--- config.mk ---
export PLATFORM = sky130hd
export DESIGN_NAME = irpl_top
export DESIGN_NICKNAME = d
export VERILOG_FILES = /design/src/irpl_pkg.sv /design/src/irpl_chan.sv /design/src/irpl_sync.sv /design/src/irpl_top.sv
export SDC_FILE = /design/constraint.sdc
export NUM_CORES = 1
export LEC_CHECK = 0
export BUFFER_PORTS_ARGS = -buffer_cell sky130_fd_sc_hd__buf_4
export CAP_MARGIN = 10
export CORE_MARGIN = 4
export CORE_UTILIZATION = 40
export DETAILED_ROUTE_END_ITERATION = 8
export PLACE_DENSITY = 0.78
export SLEW_MARGIN = 20
export SYNTH_ARGS = -nofsm -noshare
export SYNTH_HDL_FRONTEND = slang
export SYNTH_HIERARCHICAL = 1
export SYNTH_SLANG_ARGS = --single-unit
--- constraint.sdc ---
create_clock -name clk -period 1.5 [get_ports clk]
set_input_delay 0.225 -clock clk [delete_from_list [all_inputs] [get_ports clk]]
set_output_delay 0.225 -clock clk [all_outputs]
set_load 0.02 [all_outputs]
--- src/irpl_pkg.sv ---
/*
 * Shared constants for the interrupt request pin front end: register
 * offsets, control field positions, reset values, pin indices and the
 * interrupt type taken for a non-maskable request.
 * Assumes a plain register port with byte addresses on an 8-bit address.
 */
package irpl_pkg;

	// ==========================================================
	// widths
	localparam int ADDR_W = 8;
	localparam int DATA_W = 32;
	localparam int NUM_REQ = 4;
	localparam int NUM_PINS = 5;
	localparam int NUM_EVT = 5;

	// ==========================================================
	// register offsets
	localparam logic [ADDR_W-1:0] CTRL_ADDR = 8'h00;
	localparam logic [ADDR_W-1:0] STATUS_ADDR = 8'h04;
	localparam logic [ADDR_W-1:0] MASK_ADDR = 8'h08;
	localparam logic [ADDR_W-1:0] PEND_ADDR = 8'h0c;

	// ==========================================================
	// control fields: bits 3:0 choose level (1) or edge (0) per request
	localparam int CTRL_LEVEL_LSB = 0;
	localparam int CTRL_ACK0_BIT = 4;
	localparam int CTRL_ACK1_BIT = 5;
	localparam int CTRL_SUB_BIT = 6;
	localparam int CTRL_W = 7;
	localparam logic [CTRL_W-1:0] CTRL_RESET = 7'h00;
	localparam logic [NUM_EVT-1:0] MASK_RESET = 5'h00;

	// ==========================================================
	// status event bits: 0..3 maskable request latched, 4 nmi taken
	localparam int EVT_NMI_BIT = 4;

	// ==========================================================
	// synchronised pin vector and pending view positions
	localparam int PIN_NMI = 4;
	localparam int PEND_NMI_BIT = 4;
	localparam int PEND_SEL_BIT = 5;
	localparam int PEND_W = 6;

	// ==========================================================
	// core side
	localparam int VEC_W = 8;
	localparam logic [VEC_W-1:0] NMI_TYPE = 8'h02;
	localparam logic [1:0] ACK_IDX_0 = 2'h0;
	localparam logic [1:0] ACK_IDX_1 = 2'h1;

endpackage

--- src/irpl_chan.sv ---
/*
 * One request channel: edge or level recognition of a synchronised
 * request; a latched edge is held pending until the core clears it.
 * Assumes level_in is already synchronous to clk.
 */
module irpl_chan (
	input wire logic clk,
	input wire logic rst_n,
	input wire logic level_in,
	input wire logic level_mode,
	input wire logic enable,
	input wire logic clear,
	output logic pending
);

	logic prev;
	logic rise;
	logic next_pending;

	// edge: latch the rising transition, a set beats a clear in one cycle
	// level: follow the line, so a dropped request is simply gone
	assign rise = level_in & ~prev;
	assign next_pending = !enable ? 1'b0 :
		level_mode ? level_in :
		(rise | (pending & ~clear));

	always_ff @(posedge clk or negedge rst_n) begin
		if (!rst_n) begin
			prev <= 1'b0;
			pending <= 1'b0;
		end else begin
			prev <= level_in;
			pending <= next_pending;
		end
	end

endmodule

--- src/irpl_sync.sv ---
/*
 * Two-stage (or deeper) synchroniser for a group of level inputs.
 * Assumes the inputs are asynchronous to clk; only the last stage is read.
 */
module irpl_sync #(
	parameter int WIDTH = 1,
	parameter int STAGES = 2
) (
	input wire logic clk,
	input wire logic rst_n,
	input wire logic [WIDTH-1:0] d,
	output logic [WIDTH-1:0] q
);

	// ==========================================================
	// parameter check
	if (STAGES < 2) begin : g_bad_stages
		$error("irpl_sync needs at least two stages");
	end

	logic [WIDTH-1:0] stage [STAGES];

	// shift chain; the first stage feeds only the next stage
	always_ff @(posedge clk or negedge rst_n) begin
		if (!rst_n) begin
			for (int i = 0; i < STAGES; i++) begin
				stage[i] <= '0;
			end
		end else begin
			stage[0] <= d;
			for (int i = 1; i < STAGES; i++) begin
				stage[i] <= stage[i-1];
			end
		end
	end

	assign q = stage[STAGES-1];

endmodule

--- src/irpl_top.sv ---
/*
 * Interrupt request pin front end: the non-maskable request pin and four
 * maskable request pins, two of which can serve as active-low acknowledge
 * outputs, plus a small register file with sticky event status.
 * Assumes the core pulses instr_boundary between instructions, holds
 * ack_cycle with ack_index during an acknowledge cycle, and pulses
 * ack_done with ack_index when a maskable request has been taken.
 */
// Behaviour
// - an accepted non-maskable request takes interrupt type 2
// - the nmi pin is synchronised, then its rising edge is latched before use
// - a synchronised nmi is serviced at the next instruction boundary
// - nothing programmable masks or disables the non-maskable request
// - maskable request inputs are active high and synchronised to the clock
// - request pins two and three can act as active-low acknowledge outputs
// - each maskable input is configurable as edge or level triggered
// - subordinate mode reassigns the maskable request pin functions
module irpl_top
	import irpl_pkg::*;
#(
	parameter int NUM_REQ_P = irpl_pkg::NUM_REQ
) (
	input wire logic clk,
	input wire logic reset_n,
	// pins
	input wire logic nmi_pin,
	input wire logic request_line_0,
	input wire logic request_line_1_or_select,
	input wire logic request_line_2_or_ack_0_in,
	output logic request_line_2_or_ack_0_out,
	output logic request_line_2_or_ack_0_oe_n,
	input wire logic request_line_3_or_ack_1_in,
	output logic request_line_3_or_ack_1_out,
	output logic request_line_3_or_ack_1_oe_n,
	// core side
	input wire logic instr_boundary,
	input wire logic ack_cycle,
	input wire logic ack_done,
	input wire logic [1:0] ack_index,
	output logic nmi_take,
	output logic [irpl_pkg::VEC_W-1:0] nmi_vector,
	output logic [irpl_pkg::NUM_REQ-1:0] int_request,
	output logic select_level,
	// register port
	input wire logic [irpl_pkg::ADDR_W-1:0] reg_addr,
	input wire logic [irpl_pkg::DATA_W-1:0] reg_wdata,
	input wire logic reg_write,
	input wire logic reg_read,
	output logic [irpl_pkg::DATA_W-1:0] reg_rdata,
	output logic irq
);
	import irpl_pkg::*;

	// ==========================================================
	// parameter check
	if (NUM_REQ_P != NUM_REQ) begin : g_bad_req
		$error("irpl_top serves exactly four maskable requests");
	end

	// ==========================================================
	// reset release through two flip-flops
	logic rst_n;

	irpl_sync #(.WIDTH(1), .STAGES(2)) u_rst_sync (
		.clk(clk),
		.rst_n(reset_n),
		.d(1'b1),
		.q(rst_n)
	);

	// ==========================================================
	// pin synchronisers; every pin is sampled on each clock, so a
	// request held one clock period is seen
	logic [NUM_PINS-1:0] pin_raw;
	logic [NUM_PINS-1:0] pin_sync;

	assign pin_raw = {nmi_pin, request_line_3_or_ack_1_in,
		request_line_2_or_ack_0_in, request_line_1_or_select, request_line_0};

	irpl_sync #(.WIDTH(NUM_PINS), .STAGES(2)) u_pin_sync (
		.clk(clk),
		.rst_n(rst_n),
		.d(pin_raw),
		.q(pin_sync)
	);

	// ==========================================================
	// registers
	logic [CTRL_W-1:0] ctrl;
	logic [NUM_EVT-1:0] status;
	logic [NUM_EVT-1:0] mask;

	// control field decode
	wire [NUM_REQ-1:0] level_mode = ctrl[CTRL_LEVEL_LSB +: NUM_REQ];
	wire ack0_mode = ctrl[CTRL_ACK0_BIT];
	wire ack1_mode = ctrl[CTRL_ACK1_BIT];
	wire sub_mode = ctrl[CTRL_SUB_BIT];

	// address decode
	wire hit_ctrl = reg_addr == CTRL_ADDR;
	wire hit_status = reg_addr == STATUS_ADDR;
	wire hit_mask = reg_addr == MASK_ADDR;
	wire hit_pend = reg_addr == PEND_ADDR;
	wire wr_ctrl = reg_write & hit_ctrl;
	wire wr_mask = reg_write & hit_mask;
	wire rd_status = reg_read & hit_status;

	// ==========================================================
	// request enables: a pin given over to acknowledge or to the
	// subordinate mode no longer raises requests
	logic [NUM_REQ-1:0] chan_en;

	assign chan_en[0] = 1'b1;
	assign chan_en[1] = ~sub_mode;
	assign chan_en[2] = ~sub_mode & ~ack0_mode;
	assign chan_en[3] = ~sub_mode & ~ack1_mode;

	// ==========================================================
	// maskable request channels, high level means asserted
	logic [NUM_REQ-1:0] req_clear;
	logic [NUM_REQ-1:0] req_pending;

	for (genvar i = 0; i < NUM_REQ; i++) begin : g_req
		assign req_clear[i] = ack_done & (ack_index == 2'(i));

		irpl_chan u_chan (
			.clk(clk),
			.rst_n(rst_n),
			.level_in(pin_sync[i]),
			.level_mode(level_mode[i]),
			.enable(chan_en[i]),
			.clear(req_clear[i]),
			.pending(req_pending[i])
		);
	end

	// pending requests go to the core straight from channel flops
	assign int_request = req_pending;

	// ==========================================================
	// non-maskable request: always edge, always enabled, no mask bit
	logic nmi_pending;
	logic nmi_accept;

	irpl_chan u_nmi_chan (
		.clk(clk),
		.rst_n(rst_n),
		.level_in(pin_sync[PIN_NMI]),
		.level_mode(1'b0),
		.enable(1'b1),
		.clear(nmi_accept),
		.pending(nmi_pending)
	);

	// taken only between instructions, never mid-instruction
	assign nmi_accept = nmi_pending & instr_boundary;

	// take pulse and type go out from flops, one cycle after acceptance
	always_ff @(posedge clk or negedge rst_n) begin
		if (!rst_n) begin
			nmi_take <= 1'b0;
			nmi_vector <= '0;
		end else begin
			nmi_take <= nmi_accept;
			nmi_vector <= nmi_accept ? NMI_TYPE : nmi_vector;
		end
	end

	// ==========================================================
	// pin outputs; oe_n low means this end drives the pin
	logic next_p2_out;
	logic next_p2_oe_n;
	logic next_p3_out;
	logic next_p3_oe_n;

	wire ack0_active = ack_cycle & (ack_index == ACK_IDX_0);
	wire ack1_active = ack_cycle & (ack_index == ACK_IDX_1);

	// acknowledge low only inside the cycle, high otherwise; in the
	// subordinate mode pin 3 becomes the request output to the main unit
	assign next_p2_out = ~(ack0_mode & ack0_active);
	assign next_p2_oe_n = ~ack0_mode | sub_mode;
	assign next_p3_out = sub_mode ? (|req_pending) : ~(ack1_mode & ack1_active);
	assign next_p3_oe_n = ~(ack1_mode | sub_mode);

	always_ff @(posedge clk or negedge rst_n) begin
		if (!rst_n) begin
			request_line_2_or_ack_0_out <= 1'b1;
			request_line_2_or_ack_0_oe_n <= 1'b1;
			request_line_3_or_ack_1_out <= 1'b1;
			request_line_3_or_ack_1_oe_n <= 1'b1;
			select_level <= 1'b0;
		end else begin
			request_line_2_or_ack_0_out <= next_p2_out;
			request_line_2_or_ack_0_oe_n <= next_p2_oe_n;
			request_line_3_or_ack_1_out <= next_p3_out;
			request_line_3_or_ack_1_oe_n <= next_p3_oe_n;
			select_level <= sub_mode & pin_sync[1];
		end
	end

	// ==========================================================
	// events and sticky status; a new event beats the read-clear
	logic [NUM_REQ-1:0] req_prev;
	logic [NUM_EVT-1:0] events;
	logic [NUM_EVT-1:0] next_status;

	assign events = {nmi_accept, req_pending & ~req_prev};
	assign next_status = (rd_status ? '0 : status) | events;

	always_ff @(posedge clk or negedge rst_n) begin
		if (!rst_n) begin
			req_prev <= '0;
			status <= '0;
		end else begin
			req_prev <= req_pending;
			status <= next_status;
		end
	end

	// single level interrupt while any unmasked status bit is set
	assign irq = |(status & mask);

	// ==========================================================
	// control and mask writes
	always_ff @(posedge clk or negedge rst_n) begin
		if (!rst_n) begin
			ctrl <= CTRL_RESET;
			mask <= MASK_RESET;
		end else begin
			ctrl <= wr_ctrl ? reg_wdata[CTRL_W-1:0] : ctrl;
			mask <= wr_mask ? reg_wdata[NUM_EVT-1:0] : mask;
		end
	end

	// ==========================================================
	// read data, one cycle after the strobe; unmapped reads give zero
	logic [PEND_W-1:0] pend_view;
	logic [DATA_W-1:0] next_rdata;

	assign pend_view = {select_level, nmi_pending, req_pending};
	assign next_rdata = !reg_read ? '0 :
		hit_ctrl ? DATA_W'(ctrl) :
		hit_status ? DATA_W'(status) :
		hit_mask ? DATA_W'(mask) :
		hit_pend ? DATA_W'(pend_view) : '0;

	always_ff @(posedge clk or negedge rst_n) begin
		if (!rst_n) begin
			reg_rdata <= '0;
		end else begin
			reg_rdata <= next_rdata;
		end
	end

	// ==========================================================
	// assertions
	a_nmi_type_two: assert property (
		@(posedge clk) disable iff (!rst_n)
		nmi_take |-> nmi_vector == NMI_TYPE)
		else $error("nmi taken with wrong type");

	a_nmi_edge_latch: assert property (
		@(posedge clk) disable iff (!rst_n)
		$rose(pin_sync[PIN_NMI]) |=> nmi_pending)
		else $error("nmi rising edge not latched");

	a_nmi_at_boundary: assert property (
		@(posedge clk) disable iff (!rst_n)
		nmi_take |-> $past(instr_boundary) && $past(nmi_pending))
		else $error("nmi taken off an instruction boundary");

	a_nmi_never_masked: assert property (
		@(posedge clk) disable iff (!rst_n)
		nmi_pending && instr_boundary |=>
		nmi_take ##1 (nmi_take == $past(nmi_pending && instr_boundary)))
		else $error("pending nmi not taken at boundary");

	a_level_request: assert property (
		@(posedge clk) disable iff (!rst_n)
		level_mode[0] && pin_sync[0] |=> int_request[0])
		else $error("level request not presented");

	a_edge_request: assert property (
		@(posedge clk) disable iff (!rst_n)
		!level_mode[0] && $rose(pin_sync[0]) |=> int_request[0])
		else $error("edge request not latched");

	a_ack_drive_low: assert property (
		@(posedge clk) disable iff (!rst_n)
		ack0_mode && !sub_mode && ack0_active |=>
		!request_line_2_or_ack_0_out && !request_line_2_or_ack_0_oe_n)
		else $error("acknowledge output not driven low");

	a_ack_idle_high: assert property (
		@(posedge clk) disable iff (!rst_n)
		ack1_mode && !sub_mode && !ack1_active |=> request_line_3_or_ack_1_out)
		else $error("acknowledge output low outside its cycle");

	a_ack_pin_ignored: assert property (
		@(posedge clk) disable iff (!rst_n)
		ack0_mode && $past(ack0_mode) |-> !req_pending[2])
		else $error("acknowledge pin raised a request");

	a_sub_reassign: assert property (
		@(posedge clk) disable iff (!rst_n)
		sub_mode |=> !request_line_3_or_ack_1_oe_n && !req_pending[1])
		else $error("subordinate mode left pins unchanged");

endmodule

# Yosys cells after proc, flatten, opt, wreduce, memory -nomap -nowiden
# Cells that the tools add are included.
# word_totals
inputBits,54
latch_bits,0
ramBits,0
n_memories,0
register_bits,82
wordCells,102
romBits,0
# classes
n_shift,0
n_lt_le_gt_ge,0
n_reduce_logical,4
muxes,14
n_eq_ne,6
n_mul,0
n_bitwise,52
div,0
addsub,0
# op_table
cell,n
2-to-1 mux 32 bit,2
bitwise AND 1 bit,25
2-to-1 mux 6 bit,3
"equality test 8 x 4 -> 1 bit, second input constant",2
NOT 1 bit,16
"equality test 8 x 3 -> 1 bit, second input constant",1
logical NOT 8 bit,1
2-to-1 mux 1 bit,8
bitwise OR 1 bit,7
bitwise AND 5 bit,1
2-to-1 mux 5 bit,1
bitwise OR 5 bit,1
OR reduction 5 bit,1
bitwise AND 4 bit,1
"equality test 2 bit, second input constant",2
NOT 4 bit,1
OR reduction 4 bit,1
"equality test 2 x 1 -> 1 bit, second input constant",1
logical NOT 2 bit,1

# Logic depth before layout (Yosys ltp)
# Gate-level depths: netlist (run 1).
# logic_depth
ltp_word,7
ltp_mapped,4
mapped_depth_nobuf,4

# Hierarchy
# The synthesis (run 1) kept the hierarchy.
# modules_own_cells
module,seq_area_each_um2,cells_per_inst,n_inst,area_per_inst_um2
irpl_top,880.8,137,1,1684.1
irpl_chan,50.0,5,5,77.6
irpl_sync (u_pin_sync),250.2,15,1,287.8
irpl_sync (u_rst_sync),50.0,2,1,50.0

# Least setup slack after synthesis (run 1)
# OpenSTA, ideal clock, no wires.
# synth_path
path_type,input to register
start,input reg_addr[1] (netlist bit)
end,register mask[0]
path_slack_ns,0.257
t_arrival_ns,1.119
setup_time_ns,0.125
n_path_buf,0
cell_stages,3
required_time_ns,1.375
cell_sequence,nor4_4 > nand4_1 > mux2_2
# synth_between
elab_chain_len,2
# synth_lines
element,line_no,rtl
"start, declared",irpl_top.sv:45,"input wire logic [irpl_pkg::ADDR_W-1:0] reg_addr,"
equality test 8 x 4 -> 1 bit,irpl_top.sv:102,wire hit_mask = reg_addr == MASK_ADDR;
bitwise AND 1 bit,irpl_top.sv:105,wire wr_mask = reg_write & hit_mask;
"end signal, assigned",irpl_top.sv:232,mask <= wr_mask ? reg_wdata[NUM_EVT-1:0] : mask;
"end, declared",irpl_top.sv:91,logic [NUM_EVT-1:0] mask;
# Every way passes these cells.
# A chain may end at the register's enable or synchronous reset.

# Worst setup path in the final report (run 1)
# layout_path
start,register mask[4]
end,output irq
# layout_between
elab_chain_len,2
# layout_lines
element,line_no,rtl
bitwise AND 5 bit,irpl_top.sv:222,assign irq = |(status & mask);
OR reduction 5 bit,irpl_top.sv:222,
"end, declared",irpl_top.sv:50,output logic irq
# Every way passes these cells.

==> results.yml, run 1 <==
run_status:
  status: "finished with violations"
  violations: "negative setup slack"
grt:
  grtUsageTotal: 0.131
  overflow: 0
  grt_pass1_vias: 1467
  grt_max_degree: 29
  grt_pass1_wl_um: 7220
  antenna_found_initial: 0
floorplanning:
  die_h_um: 85.6
  std_cell_rows: 28
  die_w_um: 85.6
  coreArea_um2: 5890
  start_util: 0.409
  io_pins: 105
  dieArea_um2: 7330
clock_network:
  cts_max_level: 3
  clkSinkCount: 57
  numCtsBuffers: 9
  clockBufferDepth: 2
  path_clk_slew_ns: 0.06
  clk_latency_ns: 0.33
  cts_tree: "built"
  clockRootBuffer: "clkbuf_8"
setup_path:
  r2r_start: "status[4]"
  startpoint: "mask[4]"
  cp_data_arrival_time_ns: 1.32
  cp.required_ns: 1.27
  cp-end-kind: "primary output"
  critPathKind: "register to primary output"
  rr_worst_depth: 3
  critPathLaunchType: "register"
  worstPathMaxFanout: 2
synth:
  mappedNetlistArea_um2: 2410
  yosysTopAreaCellShare: 0.550
  synth_area_leaders: "dfrtp_1, buf_4, mux2_2"
  netlist_instances: 179
  post_synth.cell_area_avg_um2: 13.5
  ys_warn_count: 6
  synth.most_common_cell: "dfrtp_1"
  synth_top_area_cell: "dfrtp_1"
  async_flop_share: 1.00
  seq_area_frac_synth: 0.594
  ys_seq_elements: 57
  synthTopCellsByCount: "dfrtp_1, buf_4, mux2_2"
  synth_edf_count: 0
  yosys.cell_types.count: 29
  ys.flop_type: "dfrtp_1"
flow_run:
  drv_cap: 0
finish:
  fin_nets: 301
  drive_gt1_frac: 0.365
  n_fill_cell: 511
  synthToLayoutAreaGrowth_pct: 25.5
  fin_area_um2: 3030
  antenna_cells: 0
sta:
  fin_crit_ns: 1.54
  drv_slew: 0
  hold_viol: 0
  clock.fmax_ghz: 0.649
  period_share: 1.03
  setup-violations-final: 1
  fin_worst_skew_ns: 0.00719
  rsz0062_at_grt: "yes"
  postLayoutSetupSlackWorst_ns: -0.0403
detailed_routing:
  dr_total_vias: 1480
  first_iter_violations: 97
  viasPerCell: 4.53
  drtAntennaViolNets: 0
  drt-total-wl_um: 4490
  avgRoutedWirePerCell_um: 13.7
  drc: 0
  dr.pass1.iters: 4
placed_design:
  io_buffer_count: 47
  gp_congestion: 0.764
  place_ws_ns: 0.0679
  hpwlAfterDp_um: 3380
  placed_area_um2: 2740
hold_path:
  hp-class: "primary input to register"
  hold_start: "ack_cycle"
  min_path_cells: 2
power:
  power_leakage_nw: 1.48
  power_mw: 3.56
  p_per_area_nw_per_um2: 1180
  peakVddDrop_mv: 0.683
metal layers:
metal	routed length (um)	GRT usage
met1	1770	0.157
met2	2260	0.200
met3	425	0.0692
met4	37	0.0518
met5	0	0
sequential cells by signal, summed over array words and instances (netlist names), 4 cells and up:
register,count
u_pin_sync/stage,5
u_pin_sync/q,5
reg_rdata,7
g_req.u_chan/pending,4
mask,5
status,5
ctrl,7
g_req.u_chan/prev,4
req_prev,4
where the power goes:
part	internal, mW	leakage (nW)	switching [mW]
logic	0.192	0.689	0.229
clock network	0.901	0.107	0.544
registers	1.63	0.688	0.0672
cells in the final DEF, fill, tap and decap left out, types with 4 or more instances in the layout:
cell type,Yosys,routed
and4bb_1,5,5
conb_1,2,39
nor2b_1,7,7
nand2_1,5,5
nand2b_1,5,5
mux4_2,5,5
mux2_2,12,12
buf_4,37,52
nor2_1,7,7
a31o_1,5,5
dfrtp_1,53,52
clkbuf_8,0,12
dlygate4sd3_1,0,6
a22o_1,4,4
inv_1,5,5
dfstp_2,4,4
logic make-up (layout without fill, tap and decap cells):
group	Yosys count	in the layout	share of synthesized area
other cells	2	39	0.00312
flops	57	57	0.594
buf+inv	44	80	0.127
simple gates	45	45	0.126
mux	17	17	0.103
compound gates	14	14	0.0472
final timing paths:
kind                                                 to  slack [ns]
setup reg to reg                           reg_rdata[4]        0.28
max in group asynchronous  request_line_2_or_ack_0_oe_n        0.93
hold / removal              request_line_2_or_ack_0_out        0.08
min in group asynchronous           u_rst_sync/stage[1]        0.21
hold reg to reg                 g_req[0].u_chan/pending        0.27
setup / recovery                                    irq       -0.04
timing repair:
action,in CTS,in global routing
setup buffers,1,1
setup endpoints to repair,1,1
hold buffers,6,0
pin swaps,2,2
hold endpoints to repair,7,0
gates resized for setup,1,0
layout make-up:
| class | count | area [um^2] | share of cell area |
|---|---|---|---|
| multi-input cells | 115 | 811 | 0.268 |
| flip-flops and latches | 57 | 1430 | 0.474 |
| clock inverters | 2 | 35.0 | 0.0116 |
| well taps | 75 | 93.8 | 0.0310 |
| clock buffers | 14 | 173 | 0.0571 |
| repair buffers | 59 | 462 | 0.153 |
| inverters | 5 | 18.8 | 0.00620 |
through the flow:
stage	TNS, ns	instances	hold slack (ns)	util
after floorplan	0	216	-0.0706	-
after global placement	0	303	0.00785	0.465
after detailed placement	0	303	0.00935	0.465
after CTS	-0.0868	326	0.0802	0.513
after global routing	-0.165	327	0.0692	0.514
final	-0.0403	327	0.0838	0.514
critical path: stages (launching register included):
cell,delay (ns)
dfrtp_1,0.38
a222oi_1,0.33
nand2_1,0.13
buf_6,0.15
No activity file was read; power rests on OpenSTA's default activity.
==> run 2, diff against run 1 <==
Settings changed: ABC_AREA from default to 1, CTS_BUF_LIST from default to sky130_fd_sc_hd__clkbuf_8, PLACE_DENSITY 0.78 to 0.77, REMOVE_ABC_BUFFERS from default to 1.
==> run 2 against run 1 <==
Compared with the run above:
- the run still ends with negative setup slack left
- design area is 6.9% higher
- fmax is 1.6% higher
- clock power is 14% lower
- core utilization is 0.49 points lower
- clock skew hardly changed
- critical endpoint unchanged
- largest power group unchanged
==> results.yml, run 2 <==
run_status:
  status: "finished with violations"
  violations: "negative setup slack"
finish:
  top_regs: "ctrl x7, reg_rdata x7"
  antenna_cells: 0
  fin_area_um2: 3230
  fin_nets: 404
  final_cell_mix: "buf_4, dfrtp_1, nand2_1, inv_1, conb_1"
  fin_cells: 432
  drive_gt1_frac: 0.293
  synthToLayoutAreaGrowth_pct: 23.0
  final_common_cell: "buf_4"
sta:
  hold_viol: 0
  clock.fmax_ghz: 0.659
  hold_ws_ns: 0.0731
  period_share: 1.01
  rsz0062_at_grt: "yes"
  postLayoutSetupSlackWorst_ns: -0.0163
  drv_slew: 0
  setup-violations-final: 1
  setup_tns_ns: -0.0163
  fin_worst_skew_ns: 0.00707
  fin_crit_ns: 1.52
power:
  p_switching_mw: 0.917
  p_int_mw: 2.47
  p_seq_frac: 0.503
  p_per_area_nw_per_um2: 1050
  swShare: 0.271
  power_leakage_nw: 1.73
  clock_power_share: 0.367
  peakVddDrop_mv: 0.551
  comb_power_share: 0.130
synth:
  async_flop_share: 1.00
  ys_warn_count: 6
  ys.flop_type: "dfrtp_1"
  yosys.cell_types.count: 26
  ys_seq_elements: 57
  seq_area_frac_synth: 0.545
  synth.most_common_cell: "dfrtp_1"
  synthTopCellsByCount: "dfrtp_1, nand2_1, inv_1"
  post_synth.cell_area_avg_um2: 9.38
  mappedNetlistArea_um2: 2630
  synth_area_leaders: "dfrtp_1, buf_4, nand2_1"
  synth_top_area_cell: "dfrtp_1"
  netlist_instances: 280
  yosysTopAreaCellShare: 0.505
  synth_edf_count: 0
detailed_routing:
  wl_met1_um: 2220
  wl_met3_um: 512
  drc: 0
  dr_total_vias: 1936
  drtAntennaViolNets: 0
  wl_met2_um: 2380
  avgRoutedWirePerCell_um: 12.1
  drt-total-wl_um: 5250
  first_iter_violations: 173
  viasPerCell: 4.48
  topRoutingLayerUsed: "met4"
  dr.pass1.iters: 4
clock_network:
  cts_max_level: 3
  numCtsBuffers: 9
  clk_latency_ns: 0.33
  clkSinkCount: 57
  clockBufferDepth: 2
  cts_tree: "built"
  clockRootBuffer: "clkbuf_8"
  path_clk_slew_ns: 0.06
setup_path:
  critPathKind: "register to primary output"
  rr_worst_depth: 6
  rr_endpoint: "reg_rdata[0]"
  cp-end-kind: "primary output"
  startpoint: "status[3]"
  cp-endpoint: "irq"
  cp.required_ns: 1.27
  r2r_start: "status[0]"
  reg2reg_slack_ns: 0.47
  critPathLaunchType: "register"
  cp_data_arrival_time_ns: 1.29
  worstPathMaxFanout: 2
floorplanning:
  std_cell_rows: 29
  io_pins: 105
  dieArea_um2: 7930
  start_util: 0.414
  coreArea_um2: 6350
  die_w_um: 89.1
  die_h_um: 89.1
placed_design:
  gp_congestion: 0.897
  place_ws_ns: 0.177
  hpwlAfterDp_um: 3820
  dp.cells: 403
  io_buffer_count: 47
  placed_area_um2: 2940
grt:
  grt_pass1_vias: 1860
  grt_pass1_wl_um: 8760
  overflow: 0
  grtUsageTotal: 0.147
  grt_max_degree: 25
  antenna_found_initial: 0
flow_run:
  drv_cap: 0
hold_path:
  hp-class: "primary input to register"
## run 2: cell count changes after synthesis, moves of 6 or more
cell	change
o21ai_2	+7
nor2b_1	-7
nand3_1	+20
inv_1	+34
o21ai_0	+13
nand2_1	+44
mux2_2	-12
nor2_1	+13
o21ai_1	+6
## run 2: worst min path at each step
stage                             endpoint       from  cells past startpoint
3_5_place_dp           u_rst_sync/stage[1]    reset_n                      1
6_report       request_line_2_or_ack_0_out  ack_cycle                      2
3_3_place_gp           u_rst_sync/stage[1]    reset_n                      1
5_1_grt        request_line_2_or_ack_0_out  ack_cycle                      2
2_1_floorplan                 u_rst_sync/q    reset_n                      0
4_1_cts        request_line_2_or_ack_0_out  ack_cycle                      2
## run 2: timing repair
| item | 4_1_cts | 5_1_grt |
|---|---|---|
| pin swaps | 3 | 1 |
| hold endpoints to repair | 7 | 0 |
| gates resized for setup | 2 | 0 |
| setup buffers | 5 | 2 |
| setup endpoints to repair | 1 | 1 |
| hold buffers | 6 | 0 |
## run 2: power groups by stage
stage          Combinational [mW]  Clock, mW  Sequential (mW)
4_1_cts                     0.442       1.28             1.70
2_1_floorplan               0.211          0             1.75
3_3_place_gp                0.407          0             1.72
5_1_grt                     0.492       1.35             1.71
3_5_place_dp                0.416          0             1.73
6_report                    0.440       1.24             1.70
## run 2: layer usage
metal  GRT usage  vias to the layer above
met1       0.189                      897
li1            -                      943
met4      0.0785                        0
met2       0.222                       83
met3      0.0461                       13
met5           0                        -
## run 2: cell families after synthesis
kind of cell           after synthesis  synth area share
and+or+nand+nor                    106             0.188
buffers and inverters               82             0.183
DFF                                 57             0.545
AOI/OAI and AO/OA                   33            0.0819
other                                2           0.00286
## run 2: final cells by class
class | instances | area (um^2)
timing repair buffer | 66 | 527
clock inverter | 5 | 22.5
tap | 77 | 96.3
fill | 572 | 3120
inverter | 41 | 154
multi-input combinational | 175 | 850
clock buffer | 11 | 151
sequential | 57 | 1430
## run 2: metrics by stage
step           total power, mW   util
6_report                  3.38  0.509
5_1_grt                   3.55  0.509
3_3_place_gp              2.13  0.462
3_5_place_dp              2.15  0.462
4_1_cts                   3.42  0.507
2_1_floorplan             1.96      -
## run 2: worst max-delay path, stage by stage (launching register included)
cell,delay [ns]
dfrtp_1,0.41
a221oi_2,0.30
nand2_1,0.11
buf_6,0.15
